--- src/logic/bsc_pkg.sv ---
// Constants and types shared by the conditional control-flow evaluator.
// Assumes a 16-bit word-addressed program counter and an 8-bit status register.
`default_nettype none

package bsc_pkg;

	localparam int unsigned PC_W     = 16;
	localparam int unsigned DATA_W   = 8;
	localparam int unsigned OFFSET_W = 7;
	localparam int unsigned CYC_W    = 2;

	// Bit positions inside the status flags register.
	localparam int unsigned FLAG_C = 0;
	localparam int unsigned FLAG_Z = 1;
	localparam int unsigned FLAG_N = 2;
	localparam int unsigned FLAG_V = 3;
	localparam int unsigned FLAG_S = 4;
	localparam int unsigned FLAG_H = 5;
	localparam int unsigned FLAG_T = 6;

	// Program counter steps.
	localparam logic [PC_W-1:0] PC_STEP_ONE   = 16'h0001;
	localparam logic [PC_W-1:0] PC_STEP_SKIP1 = 16'h0002;
	localparam logic [PC_W-1:0] PC_STEP_SKIP2 = 16'h0003;

	// Cycle counts.
	localparam logic [CYC_W-1:0] CYC_ONE   = 2'h1;
	localparam logic [CYC_W-1:0] CYC_TWO   = 2'h2;
	localparam logic [CYC_W-1:0] CYC_THREE = 2'h3;

	localparam logic [DATA_W-1:0] FLAGS_RESET = 8'h00;
	localparam logic [PC_W-1:0]   PC_RESET    = 16'h0000;

	typedef enum logic [4:0] {
		no_op                      = 5'h00,
		compare_immediate_op       = 5'h01,
		skip_reg_bit_clear_op      = 5'h02,
		skip_reg_bit_set_op        = 5'h03,
		skip_io_bit_clear_op       = 5'h04,
		branch_flag_clear_op       = 5'h05,
		branch_flag_set_op         = 5'h06,
		branch_equal_op            = 5'h07,
		branch_not_equal_op        = 5'h08,
		branch_carry_set_op        = 5'h09,
		branch_same_higher_op      = 5'h0A,
		branch_minus_op            = 5'h0B,
		branch_plus_op             = 5'h0C,
		branch_ge_signed_op        = 5'h0D,
		branch_lt_signed_op        = 5'h0E,
		branch_half_carry_set_op   = 5'h0F,
		branch_half_carry_clear_op = 5'h10,
		branch_copy_bit_set_op     = 5'h11,
		branch_copy_bit_clear_op   = 5'h12,
		branch_overflow_set_op     = 5'h13
	} bsc_op_e;

	// Sequence: idle, middle wait, last wait; idle to last wait and last wait to idle flip both bits.
	typedef enum logic [1:0] {
		st_idle      = 2'h0,
		st_wait_mid  = 2'h1,
		st_wait_last = 2'h3
	} bsc_state_e;

endpackage

`default_nettype wire

--- src/logic/bsc_compare_flags.sv ---
// Flag generator for the subtract-without-store compare.
// Assumes operands are stable in the cycle they are sampled.
`timescale 1ns/1ns
`default_nettype none

module bsc_compare_flags
	import bsc_pkg::*;
(
	input  wire logic [DATA_W-1:0] i_reg_value,
	input  wire logic [DATA_W-1:0] i_imm_value,
	input  wire logic [DATA_W-1:0] i_flags_in,
	output logic      [DATA_W-1:0] o_flags_out
);

	wire logic [DATA_W-1:0] diff;
	wire logic              half_borrow;
	wire logic              full_borrow;
	wire logic              overflow;
	wire logic              negative;

	assign diff        = i_reg_value - i_imm_value;
	assign half_borrow = (~i_reg_value[3] & i_imm_value[3]) | (i_imm_value[3] & diff[3]) | (diff[3] & ~i_reg_value[3]);
	assign full_borrow = (~i_reg_value[7] & i_imm_value[7]) | (i_imm_value[7] & diff[7]) | (diff[7] & ~i_reg_value[7]);
	assign overflow    = (i_reg_value[7] & ~i_imm_value[7] & ~diff[7]) | (~i_reg_value[7] & i_imm_value[7] & diff[7]);
	assign negative    = diff[7];

	always_comb begin
		o_flags_out         = i_flags_in;
		o_flags_out[FLAG_C] = full_borrow;
		o_flags_out[FLAG_Z] = (diff == 8'h00);
		o_flags_out[FLAG_N] = negative;
		o_flags_out[FLAG_V] = overflow;
		o_flags_out[FLAG_S] = negative ^ overflow;
		o_flags_out[FLAG_H] = half_borrow;
	end

endmodule

`default_nettype wire

--- src/logic/bsc_branch_skip_unit.sv ---
// Conditional control-flow evaluator: compare, bit skips and relative branches.
// Assumes decoded operands from the same clock domain and fetch reporting the next word count.
//
// Overview of operation
// - Compare immediate subtracts constant, updates Z N V C H S, one cycle.
// - Register bit clear skip jumps past next instruction; one to three cycles.
// - Register bit set skip jumps past next instruction; one to three cycles.
// - I/O bit clear skip jumps past next instruction; one to three cycles.
// - Flag-clear branch picks status bit by index, branches when zero.
// - Not-equal branch goes to pc plus offset plus one when Z clear.
// - Carry-set branch goes relative when carry flag is one.
// - Same-or-higher branch goes relative when carry flag is zero.
// - Minus branch on N one, plus branch on N zero.
// - Signed greater-or-equal branch when N xor V is zero.
// - Signed less-than branch when N xor V is one.
// - Half-carry-set branch when H flag is one.
// - Half-carry-clear branch when H flag is zero.
// - Copy-bit-set branch when T flag is one.
// - Copy-bit-clear branch when T flag is zero.
// - Overflow-set branch when V is one; branches and skips keep flags.
`timescale 1ns/1ns
`default_nettype none

module bsc_branch_skip_unit
	import bsc_pkg::*;
(
	input  wire logic                i_clk,
	input  wire logic                i_sys_rst,
	input  wire logic                i_instr_valid,
	input  wire bsc_op_e             i_op,
	input  wire logic [PC_W-1:0]     i_pc,
	input  wire logic [DATA_W-1:0]   i_reg_value,
	input  wire logic [DATA_W-1:0]   i_io_value,
	input  wire logic [DATA_W-1:0]   i_imm_value,
	input  wire logic [2:0]          i_bit_sel,
	input  wire logic [OFFSET_W-1:0] i_offset,
	input  wire logic [DATA_W-1:0]   i_status_flags,
	input  wire logic                i_next_two_word,
	output logic                     o_ready,
	output logic                     o_done,
	output logic [PC_W-1:0]          o_next_pc,
	output logic [CYC_W-1:0]         o_cycles,
	output logic                     o_taken,
	output logic                     o_flags_we,
	output logic [DATA_W-1:0]        o_flags_value
);

	////////////////////////////////////////////////////////////////////////////
	// Decode and condition selection.

	bsc_state_e              state_reg;
	bsc_state_e              state_next;
	logic                    ready_reg;
	logic                    done_reg;
	logic [PC_W-1:0]         next_pc_reg;
	logic [CYC_W-1:0]        cycles_reg;
	logic                    taken_reg;
	logic                    flags_we_reg;
	logic [DATA_W-1:0]       flags_value_reg;
	logic                    cond;

	wire logic               accept;
	wire logic               is_skip;
	wire logic               is_branch;
	wire logic               is_compare;
	wire logic               flag_c;
	wire logic               flag_z;
	wire logic               flag_n;
	wire logic               flag_v;
	wire logic               flag_h;
	wire logic               flag_t;
	wire logic               sel_flag;
	wire logic               reg_bit;
	wire logic               io_bit;
	wire logic [PC_W-1:0]    offset_ext;
	wire logic [PC_W-1:0]    branch_pc;
	wire logic [PC_W-1:0]    skip_pc;
	wire logic [PC_W-1:0]    seq_pc;
	wire logic [PC_W-1:0]    target_pc;
	wire logic [CYC_W-1:0]   cycles_calc;
	wire logic [DATA_W-1:0]  compare_flags;

	assign accept     = i_instr_valid & (state_reg == st_idle);
	assign is_compare = (i_op == compare_immediate_op);
	assign is_skip    = (i_op == skip_reg_bit_clear_op) | (i_op == skip_reg_bit_set_op)
	                  | (i_op == skip_io_bit_clear_op);
	assign is_branch  = (i_op >= branch_flag_clear_op) & (i_op <= branch_overflow_set_op);

	assign flag_c   = i_status_flags[FLAG_C];
	assign flag_z   = i_status_flags[FLAG_Z];
	assign flag_n   = i_status_flags[FLAG_N];
	assign flag_v   = i_status_flags[FLAG_V];
	assign flag_h   = i_status_flags[FLAG_H];
	assign flag_t   = i_status_flags[FLAG_T];
	assign sel_flag = i_status_flags[i_bit_sel];
	assign reg_bit  = i_reg_value[i_bit_sel];
	assign io_bit   = i_io_value[i_bit_sel];

	always_comb begin
		cond = 1'b0;
		case (i_op)
			skip_reg_bit_clear_op: cond = ~reg_bit;
			skip_reg_bit_set_op: cond = reg_bit;
			skip_io_bit_clear_op: cond = ~io_bit;
			branch_flag_clear_op: cond = ~sel_flag;
			branch_flag_set_op: cond = sel_flag;
			branch_equal_op: cond = flag_z;
			branch_not_equal_op: cond = ~flag_z;
			branch_carry_set_op: cond = flag_c;
			branch_same_higher_op: cond = ~flag_c;
			branch_minus_op: cond = flag_n;
			branch_plus_op: cond = ~flag_n;
			branch_ge_signed_op: cond = ~(flag_n ^ flag_v);
			branch_lt_signed_op: cond = flag_n ^ flag_v;
			branch_half_carry_set_op: cond = flag_h;
			branch_half_carry_clear_op: cond = ~flag_h;
			branch_copy_bit_set_op: cond = flag_t;
			branch_copy_bit_clear_op: cond = ~flag_t;
			branch_overflow_set_op: cond = flag_v;
			default: cond = 1'b0;
		endcase
	end

	////////////////////////////////////////////////////////////////////////////
	// Target address and cycle count.

	assign offset_ext = {{(PC_W-OFFSET_W){i_offset[OFFSET_W-1]}}, i_offset};
	assign seq_pc     = i_pc + PC_STEP_ONE;
	// relative target is pc plus offset plus one.
	assign branch_pc  = i_pc + offset_ext + PC_STEP_ONE;
	// skip over one or two words.
	assign skip_pc    = i_next_two_word ? (i_pc + PC_STEP_SKIP2) : (i_pc + PC_STEP_SKIP1);
	assign target_pc  = (is_branch & cond) ? branch_pc : ((is_skip & cond) ? skip_pc : seq_pc);

	assign cycles_calc = ~cond | ~(is_branch | is_skip) ? CYC_ONE
	                   : (is_branch ? CYC_TWO : (i_next_two_word ? CYC_THREE : CYC_TWO));

	// subtract without store and derive flags.
	bsc_compare_flags u_compare_flags (
		.i_reg_value (i_reg_value),
		.i_imm_value (i_imm_value),
		.i_flags_in  (i_status_flags),
		.o_flags_out (compare_flags)
	);

	////////////////////////////////////////////////////////////////////////////
	// Sequencer for multi-cycle completion.

	always_comb begin
		state_next = state_reg;
		case (state_reg)
			st_idle: begin
				if (accept && cycles_calc == CYC_THREE) begin
					state_next = st_wait_mid;
				end else if (accept && cycles_calc == CYC_TWO) begin
					state_next = st_wait_last;
				end
			end
			st_wait_mid: state_next = st_wait_last;
			st_wait_last: state_next = st_idle;
			default: state_next = st_idle;
		endcase
	end

	always_ff @(posedge i_clk) begin
		if (i_sys_rst) begin
			state_reg       <= st_idle;
			ready_reg       <= 1'b0;
			done_reg        <= 1'b0;
			next_pc_reg     <= PC_RESET;
			cycles_reg      <= CYC_ONE;
			taken_reg       <= 1'b0;
			flags_we_reg    <= 1'b0;
			flags_value_reg <= FLAGS_RESET;
		end else begin
			state_reg    <= state_next;
			ready_reg    <= (state_next == st_idle);
			done_reg     <= (accept && cycles_calc == CYC_ONE) || (state_reg == st_wait_last);
			flags_we_reg <= 1'b0;
			if (accept) begin
				next_pc_reg    <= target_pc;
				cycles_reg     <= cycles_calc;
				taken_reg      <= cond & (is_branch | is_skip);
				flags_we_reg   <= is_compare;
				if (is_compare) begin
					flags_value_reg <= compare_flags;
				end else begin
					flags_value_reg <= i_status_flags;
				end
			end
		end
	end

	assign o_ready       = ready_reg;
	assign o_done        = done_reg;
	assign o_next_pc     = next_pc_reg;
	assign o_cycles      = cycles_reg;
	assign o_taken       = taken_reg;
	assign o_flags_we    = flags_we_reg;
	assign o_flags_value = flags_value_reg;

	////////////////////////////////////////////////////////////////////////////
	// Checks.

	logic     was_compare_reg;

	always_ff @(posedge i_clk) begin
		if (i_sys_rst) begin
			was_compare_reg <= 1'b0;
		end else if (accept) begin
			was_compare_reg <= is_compare;
		end
	end

	a_compare_one_cycle: assert property (@(posedge i_clk) disable iff (i_sys_rst)
		accept && is_compare |=> o_done && o_flags_we && o_cycles == CYC_ONE)
		else $error("Compare did not finish in one cycle.");

	a_compare_zero_carry: assert property (@(posedge i_clk) disable iff (i_sys_rst)
		accept && is_compare |=> o_flags_value[FLAG_Z] == ($past(i_reg_value) == $past(i_imm_value))
			&& o_flags_value[FLAG_C] == ($past(i_reg_value) < $past(i_imm_value)))
		else $error("Compare zero or carry flag wrong.");

	a_flags_kept: assert property (@(posedge i_clk) disable iff (i_sys_rst)
		o_flags_we |-> was_compare_reg)
		else $error("Flags written by a branch or skip.");

	a_branch_taken_time: assert property (@(posedge i_clk) disable iff (i_sys_rst)
		accept && is_branch && cond |=> !o_done ##1 o_done && o_taken)
		else $error("Taken branch not two cycles.");

	a_branch_not_taken: assert property (@(posedge i_clk) disable iff (i_sys_rst)
		accept && is_branch && !cond |=> o_done && !o_taken && o_next_pc == $past(i_pc) + PC_STEP_ONE)
		else $error("Untaken branch wrong.");

	a_branch_target: assert property (@(posedge i_clk) disable iff (i_sys_rst)
		accept && i_op == branch_not_equal_op && !flag_z
			|=> o_next_pc == $past(i_pc) + {{9{$past(i_offset[6])}}, $past(i_offset)} + 16'h0001)
		else $error("Relative branch target wrong.");

	a_skip_long: assert property (@(posedge i_clk) disable iff (i_sys_rst)
		accept && is_skip && cond && i_next_two_word
			|=> o_next_pc == $past(i_pc) + 16'h0003 ##0 !o_done [*2] ##1 o_done)
		else $error("Two-word skip wrong.");

	a_skip_short: assert property (@(posedge i_clk) disable iff (i_sys_rst)
		accept && i_op == skip_reg_bit_clear_op && !reg_bit && !i_next_two_word
			|=> o_next_pc == $past(i_pc) + 16'h0002 ##1 o_done && o_cycles == CYC_TWO)
		else $error("One-word skip wrong.");

	a_signed_branch: assert property (@(posedge i_clk) disable iff (i_sys_rst)
		accept && i_op == branch_lt_signed_op |=> o_taken == $past(flag_n ^ flag_v))
		else $error("Signed less-than decision wrong.");

	a_busy_not_ready: assert property (@(posedge i_clk) disable iff (i_sys_rst)
		state_reg != st_idle |-> !o_ready)
		else $error("Ready while busy.");

	a_flags_copied: assert property (@(posedge i_clk) disable iff (i_sys_rst)
		accept && !is_compare |=> !o_flags_we && o_flags_value == $past(i_status_flags))
		else $error("Flags changed by a branch or skip.");

	a_reg_set_skip: assert property (@(posedge i_clk) disable iff (i_sys_rst)
		accept && i_op == skip_reg_bit_set_op |=> o_taken == $past(i_reg_value[i_bit_sel]))
		else $error("Register bit set skip decision wrong.");

	a_io_clear_skip: assert property (@(posedge i_clk) disable iff (i_sys_rst)
		accept && i_op == skip_io_bit_clear_op |=> o_taken == !$past(i_io_value[i_bit_sel]))
		else $error("I/O bit clear skip decision wrong.");

	a_flag_clear_branch: assert property (@(posedge i_clk) disable iff (i_sys_rst)
		accept && i_op == branch_flag_clear_op |=> o_taken == !$past(i_status_flags[i_bit_sel]))
		else $error("Indexed flag clear branch decision wrong.");

	a_carry_set_branch: assert property (@(posedge i_clk) disable iff (i_sys_rst)
		accept && i_op == branch_carry_set_op |=> o_taken == $past(i_status_flags[FLAG_C]))
		else $error("Carry set branch decision wrong.");

	a_same_higher_branch: assert property (@(posedge i_clk) disable iff (i_sys_rst)
		accept && i_op == branch_same_higher_op |=> o_taken == !$past(i_status_flags[FLAG_C]))
		else $error("Same or higher branch decision wrong.");

	a_ge_signed_branch: assert property (@(posedge i_clk) disable iff (i_sys_rst)
		accept && i_op == branch_ge_signed_op
			|=> o_taken == !$past(i_status_flags[FLAG_N] ^ i_status_flags[FLAG_V]))
		else $error("Signed greater or equal decision wrong.");

endmodule

`default_nettype wire

--- config.mk ---
export PLATFORM = sky130hd
export DESIGN_NAME = bsc_branch_skip_unit
export DESIGN_NICKNAME = d
export VERILOG_FILES = /design/src/logic/bsc_pkg.sv /design/src/logic/bsc_compare_flags.sv /design/src/logic/bsc_branch_skip_unit.sv
export SDC_FILE = /design/constraint.sdc
export NUM_CORES = 1
export LEC_CHECK = 0
export CAP_MARGIN = 20
export CELL_PAD_IN_SITES_DETAIL_PLACEMENT = 0
export CELL_PAD_IN_SITES_GLOBAL_PLACEMENT = 1
export CORE_MARGIN = 2
export CORE_UTILIZATION = 40
export CTS_CLUSTER_DIAMETER = 120
export DETAILED_ROUTE_END_ITERATION = 8
export DONT_BUFFER_PORTS = 1
export GPL_TIMING_DRIVEN = 0
export PLACE_DENSITY_LB_ADDON = 0.15
export SYNTH_ARGS = -nofsm -noshare
export SYNTH_HDL_FRONTEND = slang
export SYNTH_HIERARCHICAL = 1
export SYNTH_SLANG_ARGS = --single-unit
export TNS_END_PERCENT = 5
--- constraint.sdc ---
create_clock -name i_clk -period 3.3 [get_ports i_clk]
set_clock_uncertainty 0.2 [all_clocks]
set_input_delay 0.33 -clock i_clk [delete_from_list [all_inputs] [get_ports i_clk]]
set_output_delay 0.33 -clock i_clk [all_outputs]
set_load 0.1 [all_outputs]
==> parameters.txt <==
Parameter                              Value

Yosys
  Number of nets produced by synthesis    527
  Share of the yosys chip area belonging to registers    17.84%
  Syn Inst Count    426
  Post-synth EDFFs    0
  Syn. warnings    6
  Top FF cell, synth    sky130_fd_sc_hd__dfxtp_1
  Async SR Flop Fraction    0%
  Synthesized area    3480 um2
  Flip-flop and latch count after synthesis    31
  Number of library cell types mapped by synthesis    72
  Mean area per synthesized cell    8.168 um2

Route
  WL final    10.16 mm
  Wire length per cell    18.75 um
  Via Count    3170
  Routed via count divided by cell count    5.849
  Number of DRC violations after detailed routing    0
  Detailed-router iteration count before antenna repair    4
  DRC violation total after the first TritonRoute iteration    157
  Post-DRT Antenna Nets    0

Cells and area
  Final #Nets    535
  Commonest non-fill, non-tap cells in the layout    31 x sky130_fd_sc_hd__nor2_1, 31 x sky130_fd_sc_hd__dfxtp_1, 29 x sky130_fd_sc_hd__ha_1
  Filler instances    909
  Antenna cells    0
  Synth-to-layout area growth    7.443%
  Flip-flop count of the largest register, all copies and words added    16
  Share of final-layout standard cells stronger than drive strength 1    9.908%
  Layout Cell Area excl Fill    3739 um2
  Final standard cell count with taps included and fillers excluded    542

STA
  Final hold vios    0
  Final worst-path cycle share    95.87%
  Number of pins exceeding their max-slew limit in the final report    0
  Minimum period implied by the final worst setup slack    3164 ps
  Highest attainable clock frequency    0.3161 GHz
  Final total negative setup slack    0 ps
  Worst-Margin Slew    1045 ps
  Worst relative slew slack    30.23%
  Final setup violation count    0

Floorplanning
  Number of core rows    34
  Starting density of the core    40.49%
  Count of pins on the block boundary    97
  Die Wd    97.27 um
  CORE AREA    8593 um2
  Die height    97.27 um
  Die ar.    9461 um2

CTS
  CTS Hold Buffers Added    0
  Maximum level of the CTS H-tree    2
  Maximum clock path buffer count    2
  CTS tree    built
  Clk Latency, worst-skew pair    280 ps
  Total number of clock tree sinks    31
  Clock buffers created by TritonCTS    5
  Clock transition at the register clock pins on the worst setup and hold paths after CTS    70 ps
  CTS root buf    sky130_fd_sc_hd__clkbuf_8

Place
  Placed Instance Area    3615 um2
  Final HPWL DP    8.259 mm
  Number of input and output port buffers inserted    0
  Final weighted congestion in routability-driven placement    0.8680
  Placed insts    534

Hold path
  WHS Endpoint    o_next_pc[3]$_SDFFE_PP0P_
  Class of the tightest hold or removal check    in -> reg
  Cell count of the worst hold path    2
  Min-delay src    i_pc[3]

Worst setup path
  Worst reg2reg startpoint    state_reg[1]$_SDFF_PP0_
  Depth of the worst register-to-register path    6
  Worst Setup End Kind    flip-flop
  Worst setup slack for register-to-register paths    1170 ps
  Startpoint type of the worst setup path    primary input
  Arrival time of the worst setup path    3160 ps
  CP max FO    2
  Worst reg2reg endpoint    o_flags_value[4]$_SDFFE_PP0P_
  Data required time at the worst endpoint    3300 ps
  Critical path start-end classification    in -> reg

GRT
  Initial antenna violation count    0
  Global-route usage over all layers    21.02%
  Aggregate global routing overflow    0
  First-pass GRT wire length    16.15 mm
  Pin count of the biggest net entering global routing    11
  Via count of the first global-routing pass    3127

Pwr
  Power, Total    1508 uW
  Leakage power figure    0.001503 uW
  Total power density per cell area    403.4 nW/um2
  Maximum vdd drop    0.1569 mV

Run
  MaxCap Viol Count    0

Run status
  Result of the run    completed
==> worst max-delay path, stage by stage <==
cell and delay (ps):
sky130_fd_sc_hd__inv_1 20, sky130_fd_sc_hd__ha_1 250, sky130_fd_sc_hd__nor2b_1 180, sky130_fd_sc_hd__o2111ai_2 160, sky130_fd_sc_hd__a31oi_2 200, sky130_fd_sc_hd__o21a_1 140, sky130_fd_sc_hd__nor2_1 70, sky130_fd_sc_hd__fa_1 520
sky130_fd_sc_hd__inv_1 80, sky130_fd_sc_hd__or4_4 520, sky130_fd_sc_hd__a2111oi_4 320, sky130_fd_sc_hd__mux2i_1 130, sky130_fd_sc_hd__a211oi_1 230
==> area by class of cell <==
class	count	area, um2	share of cell area [%]
multi-input cells	343	2653	70.95
clock buffers	6	82.58	2.209
plain buffers	23	126.4	3.380
inverters	29	108.9	2.912
repair buffers	1	7.507	0.2008
flip-flops and latches	31	620.6	16.60
well taps	108	135.1	3.614
clock inverters	1	5.005	0.1339
==> through the flow <==
step | setup slack [ps] | hold slack, ps | util [%]
floorplan | 193.5 | 238.7 | -
finish | 136.5 | 32.53 | 43.51
global route | -19.92 | 45.57 | 43.51
CTS | 152.2 | 31.83 | 43.08
detailed placement | -123.7 | 270.4 | 42.06
global placement | -131.4 | 260.0 | 42.06
==> how the worst max path moves through the flow <==
| stage | end | slack [ps] | start | depth (start not counted) |
|---|---|---|---|---|
| 2_1_floorplan | o_flags_value[1]$_SDFFE_PP0P_ | 190 | i_imm_value[1] | 13 |
| 3_3_place_gp | o_flags_value[1]$_SDFFE_PP0P_ | -130 | i_imm_value[1] | 13 |
| 6_report | o_flags_value[1]$_SDFFE_PP0P_ | 140 | i_imm_value[1] | 13 |
| 4_1_cts | o_flags_value[1]$_SDFFE_PP0P_ | 150 | i_imm_value[1] | 13 |
| 5_1_grt | o_flags_value[1]$_SDFFE_PP0P_ | -20 | i_imm_value[1] | 13 |
| 3_5_place_dp | o_flags_value[1]$_SDFFE_PP0P_ | -120 | i_imm_value[1] | 13 |
==> synthesized netlist by cell type (6+ instances only) <==
| cell | instances | area share (%) |
|---|---|---|
| sky130_fd_sc_hd__dfxtp_1 | 31 | 18 |
| sky130_fd_sc_hd__o21ai_0 | 14 | 2.0 |
| sky130_fd_sc_hd__a31oi_1 | 9 | 1.6 |
| sky130_fd_sc_hd__clkbuf_1 | 10 | 1.1 |
| sky130_fd_sc_hd__ha_1 | 29 | 10 |
| sky130_fd_sc_hd__mux2i_1 | 22 | 6.3 |
| sky130_fd_sc_hd__nand3_1 | 10 | 1.4 |
| sky130_fd_sc_hd__o22ai_1 | 6 | 1.1 |
| sky130_fd_sc_hd__nand2_1 | 22 | 2.4 |
| sky130_fd_sc_hd__nor3_1 | 14 | 2.0 |
| sky130_fd_sc_hd__buf_4 | 8 | 1.7 |
| sky130_fd_sc_hd__nand4_1 | 6 | 1.1 |
| sky130_fd_sc_hd__a21oi_1 | 28 | 4.0 |
| sky130_fd_sc_hd__inv_1 | 28 | 3.0 |
| sky130_fd_sc_hd__o21a_1 | 9 | 1.9 |
| sky130_fd_sc_hd__nor2_1 | 31 | 3.3 |
| sky130_fd_sc_hd__a211oi_1 | 18 | 3.9 |
| sky130_fd_sc_hd__xnor2_1 | 20 | 5.0 |
| sky130_fd_sc_hd__nor2b_1 | 6 | 1.1 |
==> where the power goes <==
part	total [uW]	switching (uW)	internal (uW)
Sequential	735	318	417
Clock	304	141	163
Combinational	469	265	204
Total	1510	724	784
==> layer usage <==
| layer | vias to the layer above | track usage, % | part of all wire (%) |
|---|---|---|---|
| li1 | 1602 | - | - |
| met2 | 78 | 32.59 | 44 |
| met1 | 1478 | 30.54 | 50 |
| met5 | - | 0 | 0 |
| met3 | 12 | 3.813 | 5.3 |
| met4 | 0 | 4.701 | 1.2 |
==> cells by family after synthesis <==
group | after synthesis | synth area share [%]
xor+xnor | 25 | 6.293
mux | 34 | 11.61
fa+ha+maj | 34 | 13.30
flops | 31 | 17.84
buf+inv | 52 | 6.760
simple gates | 126 | 18.99
compound gates | 124 | 25.21
==> timing repair <==
item	CTS	global route
setup endpoints to repair	0	1
endpoints found under the hold margin	0	0
gates resized for setup	0	4
setup buffers	0	1
Power figures use the tool's default switching activity.
